**config.mk**
```make
export PLATFORM = sky130hd
export DESIGN_NAME = pam_port_a_pins
export DESIGN_NICKNAME = d
export VERILOG_FILES = /design/src/verilog/pam_clock_out.v /design/src/verilog/pam_irq_detect.v /design/src/verilog/pam_port_a_pins.v
export VERILOG_INCLUDE_DIRS = /design/src /design/src/verilog
export SDC_FILE = /design/constraint.sdc
export NUM_CORES = 1
export LEC_CHECK = 0
export BUFFER_PORTS_ARGS = -buffer_cell sky130_fd_sc_hd__buf_4
export CORE_MARGIN = 4
export CORE_UTILIZATION = 48
export DETAILED_ROUTE_END_ITERATION = 12
export GPL_TIMING_DRIVEN = 0
export PLACE_DENSITY = 0.82
export SLEW_MARGIN = 10
export SYNTH_ARGS = -nofsm -noshare
export SYNTH_HDL_FRONTEND = slang
export SYNTH_SLANG_ARGS = --single-unit
```
**constraint.sdc**
```tcl
create_clock -name clk -period 3.2 [get_ports clk]
set_input_delay 0.64 -clock clk [delete_from_list [all_inputs] [get_ports clk]]
set_output_delay 0.64 -clock clk [all_outputs]
set_load 0.005 [all_outputs]
```
**src/verilog/pam_consts.vh**
```
`ifndef PAM_CONSTS_VH
`define PAM_CONSTS_VH

// axi4-lite register byte addresses
`define PAM_ADDR_CPU_CTRL      8'h00
`define PAM_ADDR_PORTA_ALT     8'h04
`define PAM_ADDR_IF_CONFIG     8'h08
`define PAM_ADDR_FIFO_POLARITY 8'h0C
`define PAM_ADDR_WAKE_CTRL     8'h10
`define PAM_ADDR_PORTA_OE      8'h14
`define PAM_ADDR_PORTA_OUT     8'h18
`define PAM_ADDR_PORTA_IN      8'h1C
`define PAM_ADDR_IRQ_STATUS    8'h20
`define PAM_ADDR_IRQ_MASK      8'h24
`define PAM_ADDR_TRIGGER_SEL   8'h28
`define PAM_ADDR_SUSPEND       8'h2C

// cpu control fields
`define PAM_CPU_SPEED_LSB      3
`define PAM_CPU_SPEED_MSB      4
`define PAM_CPU_CLOCK_OUTPUT_PIN_TRI_BIT 1
`define PAM_CPU_CTRL_RST       8'h00

// clock rate codes
`define PAM_SPEED_12           2'h0
`define PAM_SPEED_24           2'h1
`define PAM_SPEED_48           2'h2

// port a alternate config fields
`define PAM_ALT_IRQ0_BIT       0
`define PAM_ALT_IRQ1_BIT       1
`define PAM_ALT_RST            8'h00

// interface mode field
`define PAM_IFMODE_PORTS       2'h0
`define PAM_IFMODE_GPIF        2'h2
`define PAM_IFMODE_FIFO        2'h3
`define PAM_IF_CONFIG_RST      8'h00

`define PAM_POL_READ_EN_BIT    4
`define PAM_FIFO_POLARITY_RST  8'h00

// wake control fields
`define PAM_WAKE_TWO_EN_BIT    1
`define PAM_WAKE_TWO_POL_BIT   4
`define PAM_WAKE_TWO_SEL_BIT   7
`define PAM_WAKE_CTRL_RST      8'h00

`define PAM_PORTA_OE_RST       4'h0
`define PAM_PORTA_OUT_RST      4'h0

// interrupt status bits
`define PAM_IRQ_EXT0_BIT       0
`define PAM_IRQ_EXT1_BIT       1
`define PAM_IRQ_WAKE_BIT       2
`define PAM_IRQ_RST            3'h0
`define PAM_TRIG_RST           2'h0

// axi responses
`define PAM_RESP_OKAY          2'h0
`define PAM_RESP_SLVERR        2'h2

// clock output half periods in clk cycles, minus one
`define PAM_DIV_12_HALF        2'h3
`define PAM_DIV_24_HALF        2'h1
`define PAM_DIV_48_HALF        2'h0

`endif

```
**src/verilog/pam_clock_out.v**
```verilog
`timescale 1ns/1ns
`include "pam_consts.vh"

// ----------------------------------------
// clock output rate selection
// ----------------------------------------
// one clk toggle is the top rate; slower rates divide it, phase locked
module pam_clock_out (
    input  wire       clk,
    input  wire       rst_n,
    input  wire [1:0] speed_sel,
    input  wire       tristate,
    output reg        clk_out_r,
    output reg        clk_out_oe_r
);

reg  [1:0] div_cnt_r;
reg  [1:0] div_cnt_nxt;
reg        toggle_now;
reg  [1:0] half_cnt;

always @* begin
    case (speed_sel)
        `PAM_SPEED_48: half_cnt = `PAM_DIV_48_HALF;
        `PAM_SPEED_24: half_cnt = `PAM_DIV_24_HALF;
        default:       half_cnt = `PAM_DIV_12_HALF;
    endcase
    toggle_now  = (div_cnt_r >= half_cnt);
    div_cnt_nxt = toggle_now ? 2'h0 : div_cnt_r + 2'h1;
end

always @(posedge clk or negedge rst_n) begin
    if (!rst_n) begin
        div_cnt_r    <= 2'h0;
        clk_out_r    <= 1'b0;
        clk_out_oe_r <= 1'b1;
    end else begin
        div_cnt_r    <= div_cnt_nxt;
        if (toggle_now)
            clk_out_r <= ~clk_out_r;
        clk_out_oe_r <= ~tristate;
    end
end

endmodule // pam_clock_out

```
**src/verilog/pam_irq_detect.v**
```verilog
`timescale 1ns/1ns

// ----------------------------------------
// active low interrupt input, edge or level
// ----------------------------------------
module pam_irq_detect (
    input  wire clk,
    input  wire rst_n,
    input  wire enable,
    input  wire irq_n,
    input  wire edge_sel,
    output reg  event_r
);

reg prev_r;

always @(posedge clk or negedge rst_n) begin
    if (!rst_n) begin
        prev_r  <= 1'b1;
        event_r <= 1'b0;
    end else begin
        prev_r  <= enable ? irq_n : 1'b1;
        event_r <= enable & ~irq_n & (prev_r | ~edge_sel);
    end
end

endmodule // pam_irq_detect

```
**src/verilog/pam_port_a_pins.v**
```verilog
`timescale 1ns/1ns
`include "pam_consts.vh"

// Functional notes
// clock output pin runs at 12, 24 or 48 MHz, locked to input
// processor and clock output run at 12 MHz after reset
// writing cpu control bit 1 to one tri-states clock output pin
// alt config bit 0 picks port bit 0 or external interrupt 0
// interrupt 0 falling edge when trigger bit is 1, low level otherwise
// alt config bit 1 picks port bit 1 or external interrupt 1
// interrupt 1 falling edge when trigger bit is 1, low level otherwise
// interface mode field picks port bit 2 or fifo read drive enable
// fifo read drive enable gates fifo data bus, polarity bit 4
// port bit 3 function chosen by wake bit 7 and output enable bit 3
// wake two enabled by wake bit 1, polarity by wake bit 4
// in suspend, wake two transition restarts oscillator and interrupts
// enabled and asserted wake two refuses entry into suspend
// low reset input returns all pin selections to reset state
// interface mode selects ports, gpif or fifo; ports after power-on
// port bits 0 to 3 come up as inputs after reset
module pam_port_a_pins (
    input  wire        clk,
    input  wire        rst_n,
    // axi4-lite slave
    input  wire [7:0]  s_axi_awaddr,
    input  wire        s_axi_awvalid,
    output reg         s_axi_awready,
    input  wire [31:0] s_axi_wdata,
    input  wire [3:0]  s_axi_wstrb,
    input  wire        s_axi_wvalid,
    output reg         s_axi_wready,
    output reg  [1:0]  s_axi_bresp,
    output reg         s_axi_bvalid,
    input  wire        s_axi_bready,
    input  wire [7:0]  s_axi_araddr,
    input  wire        s_axi_arvalid,
    output reg         s_axi_arready,
    output reg  [31:0] s_axi_rdata,
    output reg  [1:0]  s_axi_rresp,
    output reg         s_axi_rvalid,
    input  wire        s_axi_rready,
    // port a bits 0..3
    input  wire [3:0]  port_a_in,
    output reg  [3:0]  port_a_out_r,
    output reg  [3:0]  port_a_oe_r,
    // clock output pin
    output wire        clock_output_pin,
    output wire        clock_output_pin_oe,
    // fifo data bus drive
    output reg         fifo_data_bus_drive_r,
    // power management
    output reg         osc_restart_r,
    output reg         suspend_active_r,
    output reg         irq_r
);

// ----------------------------------------
// reset synchroniser
// ----------------------------------------
reg rst_meta_r;
reg rst_sync_r;

always @(posedge clk or negedge rst_n) begin
    if (!rst_n) begin
        rst_meta_r <= 1'b0;
        rst_sync_r <= 1'b0;
    end else begin
        rst_meta_r <= 1'b1;
        rst_sync_r <= rst_meta_r;
    end
end

// ----------------------------------------
// registers
// ----------------------------------------
reg  [7:0] cpu_control_status_reg_r;
reg  [7:0] port_a_alt_config_r;
reg  [7:0] interface_config_reg_r;
reg  [7:0] fifo_pin_polarity_reg_r;
reg  [7:0] wake_ctrl_r;
reg  [3:0] port_a_output_enable_r;
reg  [3:0] port_a_data_r;
reg  [2:0] irq_status_r;
reg  [2:0] irq_mask_r;
reg  [1:0] trig_sel_r;

wire irq0_trigger_sel = trig_sel_r[0];
wire irq1_trigger_sel = trig_sel_r[1];
wire [1:0] if_mode    = interface_config_reg_r[1:0];

wire alt_irq0  = port_a_alt_config_r[`PAM_ALT_IRQ0_BIT];
wire alt_irq1  = port_a_alt_config_r[`PAM_ALT_IRQ1_BIT];
wire alt_fifo  = (if_mode == `PAM_IFMODE_FIFO);
wire wake_two_enable   = wake_ctrl_r[`PAM_WAKE_TWO_EN_BIT];
wire wake_two_polarity = wake_ctrl_r[`PAM_WAKE_TWO_POL_BIT];
// wake two only while bit 3 is not driven
wire alt_wake  = wake_ctrl_r[`PAM_WAKE_TWO_SEL_BIT] & ~port_a_output_enable_r[3];

wire ext_irq0_n = port_a_in[0];
wire ext_irq1_n = port_a_in[1];
wire fifo_read_drive_enable = port_a_in[2];
wire wake_pin_two = port_a_in[3];

// ----------------------------------------
// axi4-lite write channel
// ----------------------------------------
reg        aw_held_r;
reg  [7:0] aw_addr_r;
reg        w_held_r;
reg [31:0] w_data_r;
reg  [3:0] w_strb_r;

wire       aw_fire = s_axi_awvalid & s_axi_awready;
wire       w_fire  = s_axi_wvalid & s_axi_wready;
wire       do_write = aw_held_r & w_held_r & ~s_axi_bvalid;

function addr_known;
    input [7:0] a;
    begin
        addr_known = (a <= `PAM_ADDR_SUSPEND) && (a[1:0] == 2'h0);
    end
endfunction

wire wr_en   = do_write & w_strb_r[0];
wire wr_sel_cpu  = wr_en & (aw_addr_r == `PAM_ADDR_CPU_CTRL);
wire wr_sel_alt  = wr_en & (aw_addr_r == `PAM_ADDR_PORTA_ALT);
wire wr_sel_ifc  = wr_en & (aw_addr_r == `PAM_ADDR_IF_CONFIG);
wire wr_sel_pol  = wr_en & (aw_addr_r == `PAM_ADDR_FIFO_POLARITY);
wire wr_sel_wake = wr_en & (aw_addr_r == `PAM_ADDR_WAKE_CTRL);
wire wr_sel_oe   = wr_en & (aw_addr_r == `PAM_ADDR_PORTA_OE);
wire wr_sel_out  = wr_en & (aw_addr_r == `PAM_ADDR_PORTA_OUT);
wire wr_sel_sts  = wr_en & (aw_addr_r == `PAM_ADDR_IRQ_STATUS);
wire wr_sel_msk  = wr_en & (aw_addr_r == `PAM_ADDR_IRQ_MASK);
wire wr_sel_trg  = wr_en & (aw_addr_r == `PAM_ADDR_TRIGGER_SEL);
wire wr_sel_sus  = wr_en & (aw_addr_r == `PAM_ADDR_SUSPEND);

always @(posedge clk or negedge rst_sync_r) begin
    if (!rst_sync_r) begin
        s_axi_awready <= 1'b0;
        s_axi_wready  <= 1'b0;
        s_axi_bvalid  <= 1'b0;
        s_axi_bresp   <= `PAM_RESP_OKAY;
        aw_held_r     <= 1'b0;
        aw_addr_r     <= 8'h00;
        w_held_r      <= 1'b0;
        w_data_r      <= 32'h00000000;
        w_strb_r      <= 4'h0;
    end else begin
        s_axi_awready <= ~aw_held_r & ~aw_fire;
        s_axi_wready  <= ~w_held_r & ~w_fire;
        if (aw_fire) begin
            aw_held_r <= 1'b1;
            aw_addr_r <= {s_axi_awaddr[7:2], 2'h0};
        end
        if (w_fire) begin
            w_held_r <= 1'b1;
            w_data_r <= s_axi_wdata;
            w_strb_r <= s_axi_wstrb;
        end
        if (do_write) begin
            s_axi_bvalid <= 1'b1;
            s_axi_bresp  <= addr_known(aw_addr_r) ? `PAM_RESP_OKAY : `PAM_RESP_SLVERR;
            aw_held_r    <= 1'b0;
            w_held_r     <= 1'b0;
        end else if (s_axi_bvalid & s_axi_bready) begin
            s_axi_bvalid <= 1'b0;
        end
    end
end

// ----------------------------------------
// configuration registers
// ----------------------------------------
always @(posedge clk or negedge rst_sync_r) begin
    if (!rst_sync_r) begin
        cpu_control_status_reg_r <= `PAM_CPU_CTRL_RST;
        port_a_alt_config_r      <= `PAM_ALT_RST;
        interface_config_reg_r   <= `PAM_IF_CONFIG_RST;
        fifo_pin_polarity_reg_r  <= `PAM_FIFO_POLARITY_RST;
        wake_ctrl_r              <= `PAM_WAKE_CTRL_RST;
        port_a_output_enable_r   <= `PAM_PORTA_OE_RST;
        port_a_data_r            <= `PAM_PORTA_OUT_RST;
        irq_mask_r               <= `PAM_IRQ_RST;
        trig_sel_r               <= `PAM_TRIG_RST;
    end else begin
        if (wr_sel_cpu)  cpu_control_status_reg_r <= w_data_r[7:0];
        if (wr_sel_alt)  port_a_alt_config_r      <= w_data_r[7:0];
        if (wr_sel_ifc)  interface_config_reg_r   <= w_data_r[7:0];
        if (wr_sel_pol)  fifo_pin_polarity_reg_r  <= w_data_r[7:0];
        if (wr_sel_wake) wake_ctrl_r              <= w_data_r[7:0];
        if (wr_sel_oe)   port_a_output_enable_r   <= w_data_r[3:0];
        if (wr_sel_out)  port_a_data_r            <= w_data_r[3:0];
        if (wr_sel_msk)  irq_mask_r               <= w_data_r[2:0];
        if (wr_sel_trg)  trig_sel_r               <= w_data_r[1:0];
    end
end

wire suspend_req = wr_sel_sus & w_data_r[0];

// ----------------------------------------
// interrupt sources and pin functions
// ----------------------------------------
wire ev_irq0;
wire ev_irq1;

pam_irq_detect u_irq0 (
    .clk      (clk),
    .rst_n    (rst_sync_r),
    .enable   (alt_irq0),
    .irq_n    (ext_irq0_n),
    .edge_sel (irq0_trigger_sel),
    .event_r  (ev_irq0)
);

pam_irq_detect u_irq1 (
    .clk      (clk),
    .rst_n    (rst_sync_r),
    .enable   (alt_irq1),
    .irq_n    (ext_irq1_n),
    .edge_sel (irq1_trigger_sel),
    .event_r  (ev_irq1)
);

pam_clock_out u_clock_output_pin (
    .clk          (clk),
    .rst_n        (rst_sync_r),
    .speed_sel    (cpu_control_status_reg_r[`PAM_CPU_SPEED_MSB:`PAM_CPU_SPEED_LSB]),
    .tristate     (cpu_control_status_reg_r[`PAM_CPU_CLOCK_OUTPUT_PIN_TRI_BIT]),
    .clk_out_r    (clock_output_pin),
    .clk_out_oe_r (clock_output_pin_oe)
);

reg  wake_prev_r;
wire wake_active = alt_wake & wake_two_enable;
wire wake_asserted = wake_active & (wake_pin_two == wake_two_polarity);
wire wake_edge = wake_active & (wake_pin_two != wake_prev_r);
wire ev_wake = suspend_active_r & wake_edge;

always @(posedge clk or negedge rst_sync_r) begin
    if (!rst_sync_r) begin
        wake_prev_r           <= 1'b0;
        suspend_active_r      <= 1'b0;
        osc_restart_r         <= 1'b0;
        fifo_data_bus_drive_r <= 1'b0;
        port_a_out_r          <= 4'h0;
        port_a_oe_r           <= 4'h0;
        irq_status_r          <= `PAM_IRQ_RST;
        irq_r                 <= 1'b0;
    end else begin
        wake_prev_r <= wake_pin_two;
        if (ev_wake)
            suspend_active_r <= 1'b0;
        else if (suspend_req & ~wake_asserted)
            suspend_active_r <= 1'b1;
        osc_restart_r <= ev_wake;
        fifo_data_bus_drive_r <= alt_fifo &
            (fifo_read_drive_enable == fifo_pin_polarity_reg_r[`PAM_POL_READ_EN_BIT]);
        port_a_out_r <= port_a_data_r;
        port_a_oe_r  <= port_a_output_enable_r &
            {1'b1, ~alt_fifo, ~alt_irq1, ~alt_irq0};
        // set wins over a write-one clear
        irq_status_r <= (irq_status_r & ~(wr_sel_sts ? w_data_r[2:0] : 3'h0))
                        | {ev_wake, ev_irq1, ev_irq0};
        irq_r <= |(irq_status_r & irq_mask_r);
    end
end

// ----------------------------------------
// axi4-lite read channel
// ----------------------------------------
function [31:0] read_mux;
    input [7:0] a;
    begin
        case (a)
            `PAM_ADDR_CPU_CTRL:      read_mux = {24'h0, cpu_control_status_reg_r};
            `PAM_ADDR_PORTA_ALT:     read_mux = {24'h0, port_a_alt_config_r};
            `PAM_ADDR_IF_CONFIG:     read_mux = {24'h0, interface_config_reg_r};
            `PAM_ADDR_FIFO_POLARITY: read_mux = {24'h0, fifo_pin_polarity_reg_r};
            `PAM_ADDR_WAKE_CTRL:     read_mux = {24'h0, wake_ctrl_r};
            `PAM_ADDR_PORTA_OE:      read_mux = {28'h0, port_a_output_enable_r};
            `PAM_ADDR_PORTA_OUT:     read_mux = {28'h0, port_a_data_r};
            `PAM_ADDR_PORTA_IN:      read_mux = {28'h0, port_a_in};
            `PAM_ADDR_IRQ_STATUS:    read_mux = {29'h0, irq_status_r};
            `PAM_ADDR_IRQ_MASK:      read_mux = {29'h0, irq_mask_r};
            `PAM_ADDR_TRIGGER_SEL:   read_mux = {30'h0, trig_sel_r};
            `PAM_ADDR_SUSPEND:       read_mux = {30'h0, wake_asserted, suspend_active_r};
            default:                 read_mux = 32'h00000000;
        endcase
    end
endfunction

always @(posedge clk or negedge rst_sync_r) begin
    if (!rst_sync_r) begin
        s_axi_arready <= 1'b0;
        s_axi_rvalid  <= 1'b0;
        s_axi_rdata   <= 32'h00000000;
        s_axi_rresp   <= `PAM_RESP_OKAY;
    end else begin
        s_axi_arready <= ~s_axi_rvalid & ~s_axi_arready;
        if (s_axi_arvalid & s_axi_arready) begin
            s_axi_rvalid <= 1'b1;
            s_axi_rdata  <= read_mux({s_axi_araddr[7:2], 2'h0});
            s_axi_rresp  <= addr_known({s_axi_araddr[7:2], 2'h0}) ? `PAM_RESP_OKAY : `PAM_RESP_SLVERR;
        end else if (s_axi_rvalid & s_axi_rready) begin
            s_axi_rvalid <= 1'b0;
        end
    end
end

endmodule // pam_port_a_pins

```
# --- After elaboration in Yosys (flattened, before gate mapping) ---
# Cells that the tools add are included.
op_classes:
  n_reduce_logical: 8
  magnitude_cmp: 3
  bitwise: 59
  add_sub_neg: 1
  muxes: 18
  n_eq_ne: 27
op_table:
  columns: ["op", "n"]
  rows:
  - ["one-hot mux 8 bit (12 select lines)", 1]
  - ["== test 6 x 4 -> 1 bit (second input constant)", 8]
  - ["== test 6 x 3 -> 1 bit (second input constant)", 7]
  - ["bitwise AND 1 bit", 34]
  - ["== test 6 x 2 -> 1 bit (second input constant)", 4]
  - ["inverter 1 bit", 18]
  - ["less-or-equal comparator 8 x 6 -> 1 bit (second input constant)", 2]
  - ["== test 6 x 1 -> 1 bit (second input constant)", 2]
  - ["2-to-1 mux 1 bit", 12]
  - ["nonzero test 2 bit", 5]
  - ["logical NOT 8 bit", 1]
  - ["bitwise AND 3 bit", 2]
  - ["logical NOT 6 bit", 1]
  - ["2-to-1 mux 2 bit", 3]
  - ["bitwise AND 4 bit", 1]
  - ["== test 2 bit (second input constant)", 2]
  - ["one-hot mux 2 bit (2 select lines)", 1]
  - ["2-to-1 mux 3 bit", 1]
  - ["inverter 3 bit", 1]
  - ["OR 3 bit", 1]
  - ["OR reduction 3 bit", 1]
  - ["adder 2 x 1 -> 2 bit (second input constant)", 1]
  - ["== test 1 bit", 2]
  - ["== test 2 x 1 -> 1 bit (second input constant)", 1]
  - ["3 further kinds", 4]
totals:
  out_inout_bits: 55
  wordCells: 155
  regBits: 137
  input_bits: 63

# --- Depth between registers and ports, before layout ---
logic_depth:
  depth_word: 8
  depth_mapped: 7
  ltp_nobuf: 7

# --- By module ---
# A second synthesis with hierarchy kept.
hier_totals:
  hier_cells: 376
  area_unflattened_um2: 5016.1
modules_own_cells:
  columns: ["mod", "cells_per_inst", "n_inst", "area_per_inst_um2", "seq_area_each_um2"]
  rows:
  - ["pam_port_a_pins", 348, 1, 4664.5, 2577.5]
  - ["pam_clock_out", 18, 1, 196.4, 101.3]
  - ["pam_irq_detect", 5, 2, 77.6, 51.3]

# --- Worst setup path before layout ---
# Ideal clock, no wire load.
synth_path:
  path_type: "input to register"
  from: "in s_axi_araddr[4]"
  to: "reg s_axi_rdata[2]"
  setup_slack_ns: 1.300
  cell_stages: 6
  t_required_ns: 3.078
  setup_time_ns: 0.122
  arrival_time_ns: 1.779
  path_buffers: 2
  cell_sequence: "buf_2 buf_1 mux4_2 nand2_1 nand2_1 a32o_1"
synth_via:
  elab_chain_cells: 2
  elab_cells_between_ends: 13
  cone_classes: "11 x eq/ne; 1 x mux; 1 x reduce/logical"
synth_lines:
  columns: ["item", "line", "rtl"]
  rows:
  - ["from (decl)", "pam_port_a_pins.v:35", "input wire [7:0] s_axi_araddr,"]
  - ["== test 6 x 4 -> 1 bit (tied with other cells)", "pam_port_a_pins.v:274", "case (a)"]
  - ["one-hot mux 8 bit (12 select lines) (*)", "pam_port_a_pins.v:274", null]
  - ["to (signal assigned)", "pam_port_a_pins.v:302", "s_axi_rdata <= read_mux({s_axi_araddr[7:2], 2'h0});"]
  - ["to (decl)", "pam_port_a_pins.v:38", "output reg [31:0] s_axi_rdata,"]
# Every way passes the cells marked *; elsewhere a longest branch is shown, timed or not.
# A chain may end at the register's enable or synchronous reset.

# --- Final worst setup path ---
layout_path:
  from: "reg s_axi_bvalid"
  to: "reg fifo_pin_polarity_reg_r[6]"
layout_via:
  elab_chain_cells: 4
layout_lines:
  columns: ["item", "line", "rtl"]
  rows:
  - ["from (decl)", "pam_port_a_pins.v:33", "output reg s_axi_bvalid,"]
  - ["from (signal assigned)", "pam_port_a_pins.v:141", "s_axi_bvalid <= 1'b0;"]
  - ["from (signal assigned)", "pam_port_a_pins.v:161", "s_axi_bvalid <= 1'b1;"]
  - ["from (signal assigned)", "pam_port_a_pins.v:166", "s_axi_bvalid <= 1'b0;"]
  - ["inverter 1 bit", "pam_port_a_pins.v:115", "wire do_write = aw_held_r & w_held_r & ~s_axi_bvalid;"]
  - ["bitwise AND 1 bit", "pam_port_a_pins.v:115", null]
  - ["bitwise AND 1 bit", "pam_port_a_pins.v:124", "wire wr_en = do_write & w_strb_r[0];"]
  - ["bitwise AND 1 bit", "pam_port_a_pins.v:128", "wire wr_sel_pol = wr_en & (aw_addr_r == `PAM_ADDR_FIFO_POLARITY);"]
  - ["to (signal assigned)", "pam_port_a_pins.v:179", "fifo_pin_polarity_reg_r <= `PAM_FIFO_POLARITY_RST;"]
  - ["to (signal assigned)", "pam_port_a_pins.v:189", "if (wr_sel_pol) fifo_pin_polarity_reg_r <= w_data_r[7:0];"]
  - ["to (decl)", "pam_port_a_pins.v:79", "reg [7:0] fifo_pin_polarity_reg_r;"]
# Every way passes these cells.

==> results.py <==
metrics = {
    "logic_synthesis": {
        "yosysMostFrequentCell": "dfrtp_1",
        "synth-warning-count": 0,
        "async_flop_share": 1.00,
        "yosys-top-cells-count": "108 x dfrtp_1, 71 x mux2_2, 27 x buf_4",
        "ys_top_cells_by_area": "dfrtp_1 55%, mux2_2 16%, buf_4 4.1%",
        "synth_area_per_cell_sq_um": 13.5,
        "synth_top_area_share": 0.551,
        "yosysSeqAreaShare": 0.567,
        "synth_edf_count": 0,
        "synthFlopType": "dfrtp_1",
        "synthCells": 363,
        "syn_area_sq_um": 4900,
        "yosys.area.top_type": "dfrtp_1",
        "yosysUniqueCellTypes": 51,
        "ys_ff_latch": 111,
    },
    "worst_setup_path": {
        "regToRegSetupSlack_ns": 1.15,
        "cp.required_ns": 3.45,
        "end_kind": "flip-flop",
        "start_kind": "flip-flop",
        "crit_fanout": 8,
        "arrival_ns": 2.30,
        "critPathKind": "reg2reg",
        "reg2regPathDepth": 4,
    },
    "layout": {
        "fin_nets": 525,
        "fillCellCount": 794,
        "antenna_cells": 0,
        "regArea_sq_um": 2790,
        "multi_input_area_sq_um": 1930,
        "drive_gt1_frac": 0.427,
        "syn_to_final_growth_pct": 18.4,
    },
    "global_route": {
        "grt_usage": 0.177,
        "grt_pass1_vias": 3216,
        "grt_max_degree": 70,
        "antenna_found_initial": 0,
        "grt_pass1_wl_um": 16000,
        "grt_overflow": 0,
    },
    "timing": {
        "post-route-min-period_ns": 2.05,
        "relSlewSlack": 0.621,
        "rsz0062_at_grt": "no",
        "timing.fmax_ghz": 0.488,
        "slew_violations": 0,
        "finalSetupViolCount": 0,
        "period_share": 0.641,
        "finalHoldViolations": 0,
        "fin_setup_tns_ns": 0,
        "max_slew.worst_pin.slew_ns": 0.560,
        "fin_skew_ns": 0.0165,
    },
    "drt": {
        "detail_route.wirelength_um": 10000,
        "first_pass_iters": 4,
        "route.detailed.drc": 0,
        "viasPerCell": 5.27,
        "num_vias": 3148,
        "ant_nets": 0,
        "drtIter0Drc": 175,
        "wl_per_cell_um": 16.7,
    },
    "floorplan": {
        "rows": 36,
        "io_pins": 118,
        "start_util": 0.497,
        "die_w_um": 109,
        "dieArea_sq_um": 11900,
        "core_sq_um": 9860,
        "die_h_um": 109,
    },
    "place": {
        "place.gp.congestion": 0.939,
        "hpwlAfterDp_um": 7390,
        "port_buffers": 59,
    },
    "clock_tree": {
        "cts.sinks": 111,
        "cts_hold_buf": 0,
        "postCtsSetupRepairBufs": 0,
        "cts_tree": "built",
        "cts_resized": 0,
        "htree_num_levels": 3,
        "worstSkewPairLatency_ns": 0.37,
        "root_buffer": "clkbuf_8",
        "cts-buffers-inserted": 9,
        "clk_pin_slew_ns": 0.09,
        "clockBufferDepth": 2,
    },
    "job": {
        "drv_cap": 0,
    },
    "run_status": {
        "status": "complete, no violations",
    },
    "power_and_ir_drop": {
        "powerDensity_nw_per_um2": 703,
        "ir_drop_v": 0.000423,
        "p_leak_nw": 2.90,
        "finalPower_mw": 4.08,
    },
    "hold_path": {
        "hold_path.class": "in2async",
    },
}
-- layout by cell type (no fill, tap or decap), types with 2 or more instances in the layout --
master / instances
a21o_1: 4
a21oi_1: 11
a31oi_1: 3
a32o_1: 2
and2_1: 2
and3_1: 4
buf_2: 3
buf_4: 86
clkbuf_1: 7
clkbuf_8: 9
clkinv_2: 2
clkinvlp_4: 2
conb_1: 27
dfrtp_1: 107
dfstp_2: 3
ha_1: 3
inv_1: 12
mux2_2: 71
mux2i_1: 5
mux4_2: 9
nand2_1: 19
nand2_2: 4
nand2b_1: 5
nand3_1: 3
nand3b_1: 2
nor2_1: 11
nor2b_1: 5
nor3_1: 2
nor4b_1: 2
o21ai_0: 9
xnor2_1: 2
xor2_1: 3
-- power breakdown --
part / switching, mW / total [mW] / internal (mW)
Clock: 0.456 / 0.740 / 0.284
Combinational: 0.477 / 1.12 / 0.640
Sequential: 0.363 / 2.22 / 1.86
Total: 1.30 / 4.08 / 2.78
-- sequential cells by signal, indices dropped and copies added (netlist names), 2 cells and up --
name                          flops
cpu_control_status_reg_r          8
fifo_pin_polarity_reg_r           8
interface_config_reg_r            8
port_a_alt_config_r               8
s_axi_rdata                       8
w_data_r                          8
wake_ctrl_r                       8
aw_addr_r                         6
port_a_data_r                     4
port_a_oe_r                       4
port_a_out_r                      4
port_a_output_enable_r            4
irq_mask_r                        3
irq_status_r                      3
trig_sel_r                        2
u_clock_output_pin.div_cnt_r      2
-- logic make-up (layout without fill, tap and decap cells) --
logic type,count (synthesis),after routing,synth area share
adder cells (fa/ha/maj),3,3,0.00766
AND/OR/NAND/NOR,66,66,0.0796
XOR/XNOR,5,5,0.00893
other,2,27,0.00153
flip-flops,111,111,0.567
multiplexers,86,86,0.217
AO/OA/AOI/OAI,42,42,0.0597
buffers and inverters,48,124,0.0582
-- critical path: stages (launching register included) --
cell and delay (ns):
dfrtp_1 0.41, nand3b_1 0.38, nor4_4 0.46, nand3_2 0.32, mux2_2 0.36
-- path summary, 6_finish.rpt --
check / end / from
hold reg to reg: s_axi_wready / rst_sync_r
setup / recovery: fifo_pin_polarity_reg_r[6] / s_axi_bvalid
hold / removal: rst_sync_r / rst_n
min in group clk: rst_sync_r / rst_meta_r
max in group asynchronous: u_irq0.prev_r / rst_sync_r
setup reg to reg: fifo_pin_polarity_reg_r[6] / s_axi_bvalid
-- cell type report --
class	count	area share
plain buffers	36	0.0414
clock buffers	11	0.0226
clock inverters	5	0.00582
inverters	12	0.00776
multi-input cells	229	0.333
flip-flops and latches	111	0.480
well taps	133	0.0287
repair buffers	60	0.0811
-- routing by layer --
layer | up-vias | wire [um] | track usage
li1 | 1434 | - | -
met1 | 1577 | 4280 | 0.234
met2 | 120 | 4840 | 0.293
met3 | 17 | 691 | 0.0266
met4 | 0 | 191 | 0.0721
met5 | - | 0 | 0
-- stage by stage --
stage	worst slack (ns)	utilization	cells	cell area [sq um]	hold slack [ns]
detailed placement	0.871	0.571	581	5640	0.340
CTS	1.15	0.588	597	5800	0.0327
global route	1.05	0.588	597	5800	0.0227
floorplan	1.30	-	388	5000	0.331
global placement	0.817	0.568	580	5610	0.338
finish	1.15	0.588	597	5800	0.0412
(Power assumes the default switching activity.)
